--- config.mk ---
export PLATFORM = sky130hd
export DESIGN_NAME = atsr_top
export DESIGN_NICKNAME = d
export VERILOG_FILES = /design/src/rtl/atsr_pkg.sv /design/src/rtl/atsr_flag.sv /design/src/rtl/atsr_top.sv
export SDC_FILE = /design/constraint.sdc
export NUM_CORES = 1
export LEC_CHECK = 0
export BUFFER_PORTS_ARGS = -buffer_cell sky130_fd_sc_hd__buf_2
export CAP_MARGIN = 20
export CORE_MARGIN = 2
export CORE_UTILIZATION = 38
export DETAILED_ROUTE_END_ITERATION = 10
export GPL_ROUTABILITY_DRIVEN = 0
export SLEW_MARGIN = 20
export SYNTH_ARGS = -nofsm -noshare
export SYNTH_HDL_FRONTEND = slang
export SYNTH_SLANG_ARGS = --single-unit
--- constraint.sdc ---
create_clock -name clk -period 2.3 [get_ports clk]
set_clock_uncertainty 0.05 [all_clocks]
set_input_delay 0.46 -clock clk [delete_from_list [all_inputs] [get_ports clk]]
set_output_delay 0.46 -clock clk [all_outputs]
set_load 0.05 [all_outputs]
--- src/rtl/atsr_pkg.sv ---
package atsr_pkg;
  // Query opcodes
  localparam logic [7:0]  OPC_TUNE_STATUS = 8'h42;
  localparam logic [7:0]  OPC_SIG_QUALITY = 8'h43;
  // Argument bit positions
  localparam int          ARG_ACK_BIT     = 0;
  localparam int          ARG_CANCEL_BIT  = 1;
  // Status byte bit positions
  localparam int          ST_CTS_BIT      = 7;
  localparam int          ST_ERR_BIT      = 6;
  localparam int          ST_SQ_BIT       = 3;
  localparam int          ST_STD_BIT      = 0;
  // Tune-status byte 1 positions
  localparam int          TS_EDGE_BIT     = 7;
  localparam int          TS_AFC_BIT      = 1;
  localparam int          TS_VALID_BIT    = 0;
  // Signal-quality byte 1 and 2 positions
  localparam int          SQ_SNRH_BIT     = 3;
  localparam int          SQ_SNRL_BIT     = 2;
  localparam int          SQ_STRH_BIT     = 1;
  localparam int          SQ_STRL_BIT     = 0;
  localparam int          SQ_MUTE_BIT     = 3;
  localparam int          SQ_AFC_BIT      = 1;
  localparam int          SQ_VALID_BIT    = 0;
  // Index of the last byte of each answer, status byte being index 0
  localparam logic [2:0]  TS_LAST_IDX     = 3'h7;
  localparam logic [2:0]  SQ_LAST_IDX     = 3'h5;
  // Highest antenna capacitor code
  localparam logic [15:0] CAP_CODE_MAX    = 16'h17ff;
  // Reset values
  localparam logic [7:0]  BYTE_RESET      = 8'h00;
  localparam logic [15:0] WORD_RESET      = 16'h0000;

  // Command sequencer states
  typedef enum logic [2:0] {
    ATSR_IDLE = 3'b001,
    ATSR_ARG  = 3'b010,
    ATSR_RESP = 3'b100
  } atsr_state_t;
endpackage : atsr_pkg

--- src/rtl/atsr_flag.sv ---
// Sticky event flag; a set in the same cycle as a clear wins
module atsr_flag (
  input  wire logic clk,
  input  wire logic reset_n,
  input  wire logic set,
  input  wire logic clear,
  output logic      flag
);
  // Set has priority so an event landing on the clear cycle is kept
  always_ff @(posedge clk or negedge reset_n) begin
    if (!reset_n) begin
      flag <= 1'b0;
    end else if (set) begin
      flag <= 1'b1;
    end else if (clear) begin
      flag <= 1'b0;
    end
  end
endmodule : atsr_flag

--- src/rtl/atsr_top.sv ---
// Contract
// - Tune-status query is 0x42, one argument, status plus seven answer bytes.
// - Tune-status argument bit 1 aborts a seek in progress.
// - Tune-status argument bit 0 clears the seek/tune-complete indicator.
// - Clear-to-send is set, with optional interrupt, when next command is safe.
// - Byte 1 bit 7 reports seek hit band edge or returned to start.
// - Byte 1 bit 1 reports frequency control at its rail.
// - Byte 1 bit 0 reports the current channel is valid.
// - Bytes 2 and 3 carry tuned frequency in kHz, high byte first.
// - Bytes 4 and 5 carry strength and SNR measured at tune completion.
// - Bytes 6 and 7 carry antenna capacitor code, high first, 0 to 6143.
// - Signal-quality query is 0x43, one argument, status plus five bytes.
// - Quality argument bit 0 clears quality interrupt and four threshold flags.
// - Quality byte 1 bit 3 SNR above high, bit 2 SNR below low.
// - Quality byte 1 bit 1 strength above high, bit 0 below low.
// - Quality byte 2 bit 3 shows soft mute engaged.
// - Quality byte 2 bit 1 rail condition, bit 0 valid channel.
// - Quality bytes 4 and 5 hold present strength and SNR.
// - Wrap option one wraps at band edge, zero halts there.
// - Status byte complete flags update only on interrupt refresh command.
module atsr_top (
  input  wire logic               clk,
  input  wire logic               reset_n,
  // Command byte stream from the serial control interface
  input  wire logic               cmd_valid,
  input  wire logic [7:0]         cmd_data,
  output logic                    cmd_ready,
  // Answer byte stream toward the serial control interface
  output logic                    rsp_valid,
  output logic [7:0]              rsp_data,
  input  wire logic               rsp_ready,
  // Mode and interrupt configuration
  input  wire logic               powered_up,
  input  wire logic               cts_irq_enable,
  input  wire logic               interrupt_refresh_cmd,
  output logic                    cts_irq,
  output logic                    cts,
  output logic                    err,
  // Seek and tune engine
  input  wire logic               seek_busy,
  input  wire logic               seek_wrap,
  input  wire logic               seek_hit_edge,
  input  wire logic               seek_back_at_start,
  input  wire logic               tune_done,
  output logic                    seek_cancel,
  output logic                    seek_tune_done_flag,
  // Receiver measurements
  input  wire logic               afc_rail_flag,
  input  wire logic               valid_channel,
  input  wire logic               soft_mute_active,
  input  wire logic [15:0]        tuned_freq_value,
  input  wire logic [15:0]        antenna_cap_code,
  input  wire logic [7:0]         rssi_now,
  input  wire logic [7:0]         snr_now,
  // Threshold crossing events, one cycle each
  input  wire logic               snr_high_cross_evt,
  input  wire logic               snr_low_cross_evt,
  input  wire logic               strength_high_cross_evt,
  input  wire logic               strength_low_cross_evt,
  output logic                    signal_quality_flag
);
  import atsr_pkg::*;

  atsr_state_t       state;
  atsr_state_t       next_state;
  logic [7:0]        opcode;
  logic [2:0]        idx;
  logic [2:0]        last_idx;
  logic              band_edge_flag;
  logic [7:0]        tune_rssi;
  logic [7:0]        tune_snr;
  logic [7:0]        snap_b1;
  logic [15:0]       snap_word1;
  logic [15:0]       snap_word2;
  logic [7:0]        snap_b4;
  logic [7:0]        snap_b5;
  logic              stc_pending;
  logic              sq_pending;
  logic              snr_high_cross;
  logic              snr_low_cross;
  logic              strength_high_cross;
  logic              strength_low_cross;

  // Byte acceptance and argument decode
  wire               take_cmd    = cmd_valid && (state == ATSR_IDLE);
  wire               take_arg    = cmd_valid && (state == ATSR_ARG);
  wire               is_tune_op  = (opcode == OPC_TUNE_STATUS);
  wire               known_op    = (cmd_data == OPC_TUNE_STATUS) || (cmd_data == OPC_SIG_QUALITY);
  wire               op_ok       = known_op && powered_up;
  wire               ack_bit     = cmd_data[ARG_ACK_BIT];
  wire               tune_ack    = take_arg && is_tune_op && ack_bit;
  wire               sq_ack      = take_arg && !is_tune_op && ack_bit;
  wire               cancel_req  = take_arg && is_tune_op && cmd_data[ARG_CANCEL_BIT];
  wire               advance     = (state == ATSR_RESP) && rsp_ready;
  wire               last_byte   = (idx == last_idx);
  wire [2:0]         idx_inc     = idx + 3'h1;
  wire               any_cross   = snr_high_cross_evt || snr_low_cross_evt
                                   || strength_high_cross_evt || strength_low_cross_evt;

  // Seek outcome picks its edge event by the wrap option
  wire               edge_event  = seek_wrap ? seek_back_at_start : seek_hit_edge;
  // Keep the capacitor code inside its legal span
  wire [15:0]        cap_clamped = (antenna_cap_code > CAP_CODE_MAX) ? CAP_CODE_MAX
                                   : antenna_cap_code;

  // Status byte as the host sees it
  wire [7:0]         status_byte = {1'b1, err, 2'b00, signal_quality_flag, 2'b00,
                                    seek_tune_done_flag};

  // Answer byte bodies, built from the current measurements
  wire [7:0]         tune_b1     = {band_edge_flag, 5'b00000, afc_rail_flag, valid_channel};
  wire [7:0]         sq_b1       = {4'h0, snr_high_cross, snr_low_cross,
                                    strength_high_cross, strength_low_cross};
  wire [7:0]         sq_b2       = {4'h0, soft_mute_active, 1'b0, afc_rail_flag, valid_channel};

  // Byte selected by the answer index
  wire [7:0]         next_byte   = (idx_inc == 3'h1) ? snap_b1 :
                                   (idx_inc == 3'h2) ? snap_word1[15:8] :
                                   (idx_inc == 3'h3) ? snap_word1[7:0] :
                                   (idx_inc == 3'h4) ? snap_b4 :
                                   (idx_inc == 3'h5) ? snap_b5 :
                                   (idx_inc == 3'h6) ? snap_word2[15:8] :
                                   snap_word2[7:0];

  // Sequencer: opcode, argument, then answer bytes
  always_comb begin
    next_state = state;
    unique case (state)
      ATSR_IDLE: begin
        if (take_cmd && op_ok) begin
          next_state = ATSR_ARG;
        end
      end
      ATSR_ARG: begin
        if (take_arg) begin
          next_state = ATSR_RESP;
        end
      end
      ATSR_RESP: begin
        if (advance && last_byte) begin
          next_state = ATSR_IDLE;
        end
      end
      default: begin
        next_state = ATSR_IDLE;
      end
    endcase
  end

  always_ff @(posedge clk or negedge reset_n) begin
    if (!reset_n) begin
      state <= ATSR_IDLE;
    end else begin
      state <= next_state;
    end
  end

  // Opcode and answer length
  always_ff @(posedge clk or negedge reset_n) begin
    if (!reset_n) begin
      opcode   <= BYTE_RESET;
      last_idx <= 3'h0;
    end else if (take_cmd && op_ok) begin
      opcode   <= cmd_data;
      last_idx <= (cmd_data == OPC_TUNE_STATUS) ? TS_LAST_IDX : SQ_LAST_IDX;
    end
  end

  // Error bit: an unknown opcode or a query outside power-up mode
  always_ff @(posedge clk or negedge reset_n) begin
    if (!reset_n) begin
      err <= 1'b0;
    end else if (take_cmd) begin
      err <= !op_ok;
    end
  end

  // Flow control; the host waits for clear-to-send before the next opcode
  always_ff @(posedge clk or negedge reset_n) begin
    if (!reset_n) begin
      cmd_ready <= 1'b1;
      cts       <= 1'b1;
      cts_irq   <= 1'b0;
    end else begin
      cmd_ready <= (next_state == ATSR_IDLE) || (next_state == ATSR_ARG);
      cts       <= (next_state == ATSR_IDLE);
      cts_irq   <= cts_irq_enable && (next_state == ATSR_IDLE)
                   && (state != ATSR_IDLE);
    end
  end

  // Seek result and measurements frozen when tuning completes
  always_ff @(posedge clk or negedge reset_n) begin
    if (!reset_n) begin
      band_edge_flag <= 1'b0;
      tune_rssi      <= BYTE_RESET;
      tune_snr       <= BYTE_RESET;
    end else if (tune_done) begin
      band_edge_flag <= edge_event;
      tune_rssi      <= rssi_now;
      tune_snr       <= snr_now;
    end
  end

  // Answer snapshot taken with the argument, before any acknowledge lands
  always_ff @(posedge clk or negedge reset_n) begin
    if (!reset_n) begin
      snap_b1    <= BYTE_RESET;
      snap_word1 <= WORD_RESET;
      snap_word2 <= WORD_RESET;
      snap_b4    <= BYTE_RESET;
      snap_b5    <= BYTE_RESET;
    end else if (take_arg) begin
      snap_b1    <= is_tune_op ? tune_b1 : sq_b1;
      snap_word1 <= is_tune_op ? tuned_freq_value : {sq_b2, 8'h00};
      snap_word2 <= cap_clamped;
      snap_b4    <= is_tune_op ? tune_rssi : rssi_now;
      snap_b5    <= is_tune_op ? tune_snr : snr_now;
    end
  end

  // Answer stream; byte 2 of the quality answer is the high half of word1
  always_ff @(posedge clk or negedge reset_n) begin
    if (!reset_n) begin
      idx       <= 3'h0;
      rsp_valid <= 1'b0;
      rsp_data  <= BYTE_RESET;
    end else if (take_arg) begin
      idx       <= 3'h0;
      rsp_valid <= 1'b1;
      rsp_data  <= status_byte;
    end else if (advance) begin
      idx       <= idx_inc;
      rsp_valid <= !last_byte;
      rsp_data  <= last_byte ? BYTE_RESET
                   : ((idx_inc == 3'h3) && !is_tune_op) ? 8'h00 : next_byte;
    end
  end

  // Cancel only reaches the engine while a seek is running
  always_ff @(posedge clk or negedge reset_n) begin
    if (!reset_n) begin
      seek_cancel <= 1'b0;
    end else begin
      seek_cancel <= cancel_req && seek_busy;
    end
  end

  // Pending event flags, visible to the host only after a refresh
  atsr_flag u_stc_pending (
    .clk     (clk),
    .reset_n (reset_n),
    .set     (tune_done),
    .clear   (tune_ack),
    .flag    (stc_pending)
  );

  atsr_flag u_sq_pending (
    .clk     (clk),
    .reset_n (reset_n),
    .set     (any_cross),
    .clear   (sq_ack),
    .flag    (sq_pending)
  );

  // Threshold crossing flags, all cleared by one acknowledge
  atsr_flag u_snr_high (
    .clk     (clk),
    .reset_n (reset_n),
    .set     (snr_high_cross_evt),
    .clear   (sq_ack),
    .flag    (snr_high_cross)
  );

  atsr_flag u_snr_low (
    .clk     (clk),
    .reset_n (reset_n),
    .set     (snr_low_cross_evt),
    .clear   (sq_ack),
    .flag    (snr_low_cross)
  );

  atsr_flag u_str_high (
    .clk     (clk),
    .reset_n (reset_n),
    .set     (strength_high_cross_evt),
    .clear   (sq_ack),
    .flag    (strength_high_cross)
  );

  atsr_flag u_str_low (
    .clk     (clk),
    .reset_n (reset_n),
    .set     (strength_low_cross_evt),
    .clear   (sq_ack),
    .flag    (strength_low_cross)
  );

  // Status byte copies follow the pending flags only on refresh
  always_ff @(posedge clk or negedge reset_n) begin
    if (!reset_n) begin
      seek_tune_done_flag <= 1'b0;
      signal_quality_flag <= 1'b0;
    end else if (interrupt_refresh_cmd) begin
      seek_tune_done_flag <= stc_pending;
      signal_quality_flag <= sq_pending;
    end
  end
endmodule : atsr_top

* After elaboration in Yosys (flattened, before gate mapping)
Index checks and enable logic that the tools add are counted.
W data, S select, Z words.
** Storage, ports and cells
- Logic and storage cells :: 108
- Output and inout port bits :: 16
- Register bits :: 112
** Cells by class
- Add/sub/neg operators :: 1
- Magnitude comparators :: 1
- Muxes and demuxes :: 33
- Equal/unequal tests :: 16
- Reduce and logical (&&, ||, !) cells :: 30
** Operators with widths (number)
- $mux W8 :: 13
- $mux W16 :: 2
- $eq A8 B7 Y1 const B :: 3
- $gt A16 B13 Y1 const B :: 1
- $logic_and A1 B1 Y1 :: 15
- $mux W3 :: 5
- $reduce_bool A2 Y1 :: 7
- $eq A3 B2 Y1 const B :: 4
- $eq A3 B3 Y1 const B :: 4
- $mux W1 :: 11
- $eq A3 B1 Y1 const B :: 3
- $pmux W3 S3 :: 1
- $logic_or A1 B1 Y1 :: 5
- $add A3 B1 Y3 const B :: 1
- $eq A3 B3 Y1 :: 1
- $logic_not A1 Y1 :: 3
- $ne A3 B1 Y1 const B :: 1
- $mux W2 :: 1

* Logic depth before layout (Yosys ltp)
Gate-level depths: netlist of the first run.
- Depth after elaboration :: 12
- Depth in mapped cells :: 8

* Modules after synthesis
From an unflattened synthesis of the first run, not the netlist that was laid out.
** Unflattened totals
- Cells, all modules :: 443
- Area, all modules :: 5097.4 µm²
** By module, submodules not included
- atsr_top :: area an instance 4879.7 µm², cells an instance 425, seq. area each 2556.2 µm², times used 1
- atsr_flag :: area an instance 36.3 µm², cells an instance 3, seq. area each 25.0 µm², times used 6

* Worst setup path after synthesis of the first run
Ideal clock, no wire load.
- Path kind :: reg-to-reg
- Start :: register opcode[5]
- End :: register rsp_data[3]
- Arrival :: 1909 ps
- Library setup time :: 95 ps
- Data required time :: 2155 ps
- Slack :: 246 ps
- Period minus slack after synthesis :: 2054 ps
- Cell stages (with the launch flop) :: 6
- Cell sequence :: dfrtp_1 -> or4_1 -> or2_1 -> buf_2 -> a311o_1 -> o31ai_1
** Between the ends
- Cells in the longest elaborated chain, start to end :: 7
** Ends and longest elaborated chain
- start, declared :: RTL line atsr_top.sv:66 : logic [7:0] opcode;
- start signal, assigned :: RTL line atsr_top.sv:164 : opcode <= cmd_data;
- $eq A8 B7 Y1 :: RTL line atsr_top.sv:87 : wire is_tune_op = (opcode == OPC_TUNE_STATUS);
- $logic_not A1 Y1 :: RTL line atsr_top.sv:236 : : ((idx_inc == 3'h3) && !is_tune_op) ? 8'h00 : next_byte;
- $logic_and A1 B1 Y1 :: RTL line atsr_top.sv:236
- $mux W8 :: RTL line atsr_top.sv:236
- $mux W8 :: RTL line atsr_top.sv:235 : rsp_data <= last_byte ? BYTE_RESET
- $mux W8 :: RTL line atsr_top.sv:232 : end else if (advance) begin
- $mux W8 :: RTL line atsr_top.sv:228 : end else if (take_arg) begin
- end signal, assigned :: RTL line atsr_top.sv:231 : rsp_data <= status_byte;
- end signal, assigned :: RTL line atsr_top.sv:235
- end, declared :: RTL line atsr_top.sv:30 : output logic [7:0] rsp_data,
Every way passes these cells. The select of a mux whose other input is x is not followed.
A chain may end at the register's enable or synchronous reset.

* Worst setup path in the final report of the first run
- Start :: register idx[0]
- End :: register rsp_data[4]
** Between the ends
- Cells in the longest elaborated chain, start to end :: 12
- Elaborated cells on any way between the ends :: 19
** Ends and longest elaborated chain
- start, declared :: RTL line atsr_top.sv:67 : logic [2:0] idx;
- start signal, assigned :: RTL line atsr_top.sv:233 : idx <= idx_inc;
- $add A3 B1 Y3 :: RTL line atsr_top.sv:96 : wire [2:0] idx_inc = idx + 3'h1;
- $eq A3 B3 Y1 :: RTL line atsr_top.sv:122 : (idx_inc == 3'h6) ? snap_word2[15:8] :
- $mux W8 :: RTL line atsr_top.sv:122
- $mux W8 :: RTL line atsr_top.sv:121 : (idx_inc == 3'h5) ? snap_b5 :
- $mux W8 :: RTL line atsr_top.sv:120 : (idx_inc == 3'h4) ? snap_b4 :
- $mux W8 :: RTL line atsr_top.sv:119 : (idx_inc == 3'h3) ? snap_word1[7:0] :
- $mux W8 :: RTL line atsr_top.sv:118 : (idx_inc == 3'h2) ? snap_word1[15:8] :
- $mux W8 :: RTL line atsr_top.sv:117 : wire [7:0] next_byte = (idx_inc == 3'h1) ? snap_b1 :
- $mux W8 :: RTL line atsr_top.sv:236
- $mux W8 (*) :: RTL line atsr_top.sv:235
- $mux W8 (*) :: RTL line atsr_top.sv:232
- $mux W8 (*) :: RTL line atsr_top.sv:228
Every way passes the cells marked *; elsewhere a longest branch is shown, timed or not. The select of a mux whose other input is x is not followed.

==> results of run 1 <==
-- cells in the final DEF (no fill, tap or decap), types with 4 or more instances in the layout --
master	n
o21a_1	4
a221oi_1	7
dfrtp_1	105
clkbuf_16	9
nor2_1	8
mux2i_1	22
o22a_1	12
o221ai_1	4
buf_4	18
mux2_2	19
nand2_1	47
inv_1	9
a22o_1	11
o21ai_0	36
o31ai_1	5
nand3_1	10
nand2b_1	8
buf_2	89
a21oi_1	23
a21o_1	8
nor3b_1	4
ha_1	4
nand3b_1	4
and2_1	8
-- repair_timing --
item,4_1_cts,5_1_grt
gates resized for setup,0,1
hold endpoints to repair,23,0
setup endpoints to repair,0,2
hold buffers,1,0
-- area by class of cell --
type / instances / area, µm²
Inverter: 9 / 33.8
Clock inverter: 5 / 82.6
Tap cell: 172 / 215
Timing Repair Buffer: 110 / 631
Sequential cell: 108 / 2710
Clock buffer: 11 / 253
Fill cell: 1188 / 6570
Multi-Input combinational cell: 290 / 2030
-- worst min-delay path by stage --
stage / start / to / cells past startpoint
6_report: snr_high_cross_evt / u_snr_high.flag / 2
5_1_grt: snr_high_cross_evt / u_snr_high.flag / 2
4_1_cts: strength_low_cross_evt / u_str_low.flag / 2
3_5_place_dp: reset_n / snap_b5[0] / 1
3_3_place_gp: reset_n / u_str_high.flag / 1
2_1_floorplan: reset_n / band_edge_flag / 0
-- per-layer routing --
metal,GRT usage,vias to the layer above
li1,-,1778
met1,0.260,1796
met2,0.284,113
met3,0.0541,12
met4,0.0510,0
met5,0,-
-- flip-flops by register name, indices dropped and copies added (netlist names), 2 cells and up --
| name | count |
|---|---|
| state | 3 |
| snap_b5 | 8 |
| rsp_data | 8 |
| opcode | 8 |
| snap_b1 | 5 |
| snap_word2 | 16 |
| tune_rssi | 8 |
| idx | 3 |
| tune_snr | 8 |
| snap_b4 | 8 |
| snap_word1 | 16 |
| last_idx | 2 |
-- power groups by stage --
| stage | clock [mW] | combinational (mW) | sequential [mW] |
|---|---|---|---|
| floorplan | 0 | 0.214 | 2.06 |
| global route | 1.84 | 0.446 | 2.04 |
| CTS | 1.77 | 0.400 | 2.03 |
| detailed placement | 0 | 0.398 | 2.07 |
| global placement | 0 | 0.390 | 2.07 |
| finish | 1.72 | 0.397 | 2.04 |
-- logic make-up (layout without fill, tap and decap cells) --
logic type	count (synthesis)	after routing	synth area share
simple gates	112	112	0.124
xor+xnor	3	3	0.00542
buf+inv	37	135	0.0289
mux	41	41	0.0895
flops	108	108	0.558
compound gates	129	129	0.181
fa+ha+maj	5	5	0.0129
-- synthesized netlist by cell type (8+ instances only) --
library cell and n:
dfrtp_1 105, nand2_1 47, o21ai_0 36, clkbuf_1 24, a21oi_1 23, mux2i_1 22
mux2_2 19, o22a_1 12, a22o_1 11, nand3_1 10, inv_1 9, a21o_1 8
and2_1 8, nand2b_1 8, nor2_1 8
-- worst max-delay path: cells and delay by family (launching register included) --
kind	cells	cell delay [ns]
buffers and inverters	1	0.20
AO/OA/AOI/OAI	4	0.79
adder cells (fa/ha/maj)	2	0.52
flip-flops	1	0.44
-- stage by stage --
step	setup WS, ns	std cells	util
floorplan	0.246	435	-
global placement	0.239	688	0.448
detailed placement	0.133	688	0.448
CTS	0.110	705	0.475
global route	0.0377	705	0.476
finish	0.166	705	0.476
==> results.toml, run 1 <==
[routing]
wl_met1_um = 5520
antenna_left = 0
routed_wl_um = 12000
routed-wl-met3_um = 817
drtPass1Iterations = 4
routedWlPerCell_um = 17.0
met2_length_um = 5470
drt_iter0_markers = 217
vias = 3699
drc = 0
top_layer_used = "met4"
vias_per_cell = 5.25

[die]
num_rows = 41
core-area_um2 = 12500
initial_utilization = 0.387
io_pins = 91
die_h_um = 117
die_w_um = 117
die-area_um2 = 13700

[synthesis]
yosys_warnings = 0
synth_edf_count = 0
ys_seq_area_frac = 0.558
yosys-top-cells-area = "dfrtp_1, mux2i_1, mux2_2"
synth_top_area_frac = 0.542
synth.distinct_cells = 52
synth.avg_cell_area_um2 = 11.1
post-synth-top-area-cell = "dfrtp_1"
synth_fp_nets = 515
synthFlopType = "dfrtp_1"
ys_seq_elements = 108
synth_cells = 435
synthesis.area_um2 = 4850
synth-async-reset-ratio = 1.00

[clock_tree]
root_buffer = "clkbuf_16"
h-tree-depth = 3
insertion_delay_ns = 0.35
clock_path_buffers = 2
clock-sinks = 108
cts_setup_buffers = 0
cts_buffers = 9
clk_pin_slew_ns = 0.07
cts_tree = "yes"

[setup_path]
slowest_delay_ns = 0.44
crit_type = "reg -> reg"
reg2reg_to = "rsp_data[4]"
r2r_slack_ns = 0.17
critPathLaunch = "idx[0]"
crit_required_ns = 2.48
worstRegToRegCells = 7
path_max_fanout = 16
cp-end-kind = "flop"
crit_path_frequent_cell = "ha_1"
crit_path_cell_trace = "ha_1 -> ha_1 -> buf_4 -> o21bai_1 -> a221oi_1 -> o21a_1 -> o31ai_1"
startpoint_type = "flop"
arrival_ns = 2.31
crit_end = "rsp_data[4]"
rr_startpoint = "idx[0]"
crit_slowest_cell = "dfrtp_1"

[hold_path]
hp-class = "in -> reg"

[grt]
antenna_found_initial = 0
grt.overflow.total = 0
grt_pass1_vias = 3673
grt_pass1_wl_um = 19200
grt_max_degree = 46
track_usage = 0.186

[sta]
whs_ns = 0.237
slew_headroom = 0.645
hold_violations = 0
tightest_slew_ns = 0.519
rsz0062_at_grt = "false"
clock.fmax_ghz = 0.469
setup_viol = 0
drv_slew = 0
period_needed_ns = 2.13
post-route-period-util = 0.928
tns_ns = 0

[pwr]
clkPwrFrac = 0.414
p_int_mw = 3.19
power.total_mw = 4.15
p_sw_uw = 961
ir_worst_vdd_v = 0.000426
seq_power_share = 0.491
cellPowerDensity_nw_per_um2 = 697
leakage_nw = 2.85
power.share.combinational = 0.096
power.share.switching = 0.232

[cells_and_area]
area_growth_pct = 22.7
diodes = 0
stdcell_area_um2 = 5950
drive_gt1_frac = 0.289
nets = 608

[placed_design]
dpl.hpwl_um = 8880
place_area_um2 = 5600
portBuffers = 90

[outcome]
status = "complete, no violations"

[run]
drv_cap = 0
Power figures use the tool's default switching activity.
==> inputs of run 2 (changes only) <==
REMOVE_ABC_BUFFERS = 1   (was unset)
==> run 2 against run 1 <==
  * Sequential power about the same
  * Worst hold slack improved by 0.015 ns
  * Global-route usage increased by 0.65 points
  * Critical path type unchanged
==> results.toml, run 2 (synthesis gave the netlist of run 1 again) <==
[clock_tree]
cts_tree = "yes"
root_buffer = "clkbuf_16"
clock-sinks = 108
h-tree-depth = 3
insertion_delay_ns = 0.35
clk_pin_slew_ns = 0.07
clock_path_buffers = 2
cts_buffers = 9

[sta]
setup_viol = 0
rsz0062_at_grt = "false"
clock.fmax_ghz = 0.455
whs_ns = 0.252
post-route-period-util = 0.955
tightest_slew_ns = 0.541
period_needed_ns = 2.20
hold_violations = 0
drv_slew = 0
fin_ws_ns = 0.103
slew_headroom = 0.630

[setup_path]
crit_type = "reg -> reg"
arrival_ns = 2.37
crit_required_ns = 2.47
rr_startpoint = "idx[0]"
cp-end-kind = "flop"
worstRegToRegCells = 6
critPathLaunch = "idx[0]"
crit_end = "rsp_data[3]"
startpoint_type = "flop"
path_max_fanout = 8
r2r_slack_ns = 0.10
reg2reg_to = "rsp_data[3]"

[die]
core-area_um2 = 12500
initial_utilization = 0.387
die_h_um = 117
num_rows = 41
die_w_um = 117
die-area_um2 = 13700
io_pins = 91

[pwr]
ir_worst_vdd_v = 0.000372
seq_power_share = 0.525
cellPowerDensity_nw_per_um2 = 656
power.share.combinational = 0.106
power.share.switching = 0.249
p_sw_uw = 963
clkPwrFrac = 0.369
p_int_mw = 2.90
leakage_nw = 2.83

[grt]
track_usage = 0.192
grt_pass1_wl_um = 20000
antenna_found_initial = 0
grt_max_degree = 40
grt.overflow.total = 0
grt_pass1_vias = 3833

[routing]
routedWlPerCell_um = 17.4
drc = 0
drtPass1Iterations = 4
drt_iter0_markers = 269
vias_per_cell = 5.32
vias = 3757
routed_wl_um = 12300
antenna_left = 0

[placed_design]
dpl.hpwl_um = 9090
portBuffers = 90
post-place-ws_ns = 0.0507

[cells_and_area]
biggestRegsByFlops = "snap_word1: 16 flops, snap_word2: 16 flops"
final_cell_mix = "dfrtp_1, buf_2, nand2_1"
area_growth_pct = 21.5
drive_gt1_frac = 0.290
nets = 609
layout_commonest_cell = "dfrtp_1"
diodes = 0

[hold_path]
hp-class = "in -> reg"

[run]
drv_cap = 0

[outcome]
status = "complete, no violations"
-- run 2: changes by cell type in the layout (fill, tap and decap cells not counted), sizes merged --
cell	previous run	this run
buf	109	110
bufinv	2	0
clkbuf	11	9
clkinv	2	5
clkinvlp	0	2
inv	10	9
-- run 2: through the flow --
stage / TNS, ns / util / instances / power, mW / area [µm²]
final: 0 / 0.471 / 706 / 3.87 / 5890
after floorplan: -54.39 / - / 407 / 2.26 / 4740
after detailed placement: 0 / 0.448 / 689 / 2.48 / 5610
after global placement: 0 / 0.448 / 689 / 2.47 / 5610
after CTS: 0 / 0.471 / 706 / 3.91 / 5890
after global routing: 0 / 0.471 / 706 / 4.04 / 5890
-- run 2: per-layer routing --
metal | vias up | share of wire | GRT usage
li1 | 1778 | - | -
met1 | 1852 | 0.48 | 0.281
met2 | 115 | 0.45 | 0.289
met3 | 12 | 0.064 | 0.0319
met4 | 0 | 0.013 | 0.0706
met5 | - | 0 | 0
-- run 2: worst min-delay path by stage --
stage                            start              end  slack [ns]  cells past startpoint
finish              snr_high_cross_evt  u_snr_high.flag        0.25                      2
global route        snr_high_cross_evt  u_snr_high.flag        0.26                      2
CTS                 snr_high_cross_evt  u_snr_high.flag        0.24                      2
detailed placement             reset_n      seek_cancel        0.37                      1
global placement               reset_n      seek_cancel        0.37                      1
floorplan                      reset_n   band_edge_flag        0.11                      0
-- run 2: what timing repair did --
item,4_1_cts,5_1_grt
endpoints found under the hold margin,12,0
endpoints found under the setup margin,0,6
hold buffers,1,0
setup buffers,0,0
gates resized for setup,0,1
-- run 2: power groups by stage --
stage | logic (mW) | registers, mW | clock network, mW
6_report | 0.409 | 2.03 | 1.43
3_3_place_gp | 0.402 | 2.07 | 0
2_1_floorplan | 0.205 | 2.06 | 0
5_1_grt | 0.457 | 2.04 | 1.54
4_1_cts | 0.413 | 2.03 | 1.47
3_5_place_dp | 0.411 | 2.07 | 0
-- run 2: worst max-delay path: stages, from the launching register on --
cell and delay [ns]:
dfrtp_1 0.43, ha_1 0.22, ha_2 0.33, or3b_2 0.48, o2111a_1 0.15, a211oi_1 0.30
o31ai_1 0.10
-- run 2: cell type report --
class	count	area [µm²]
clock buffer	9	225
clock inverter	7	43.8
fill	1210	6620
inverter	9	33.8
multi-input combinational	290	2030
sequential	108	2710
tap	172	215
timing repair buffer	111	638
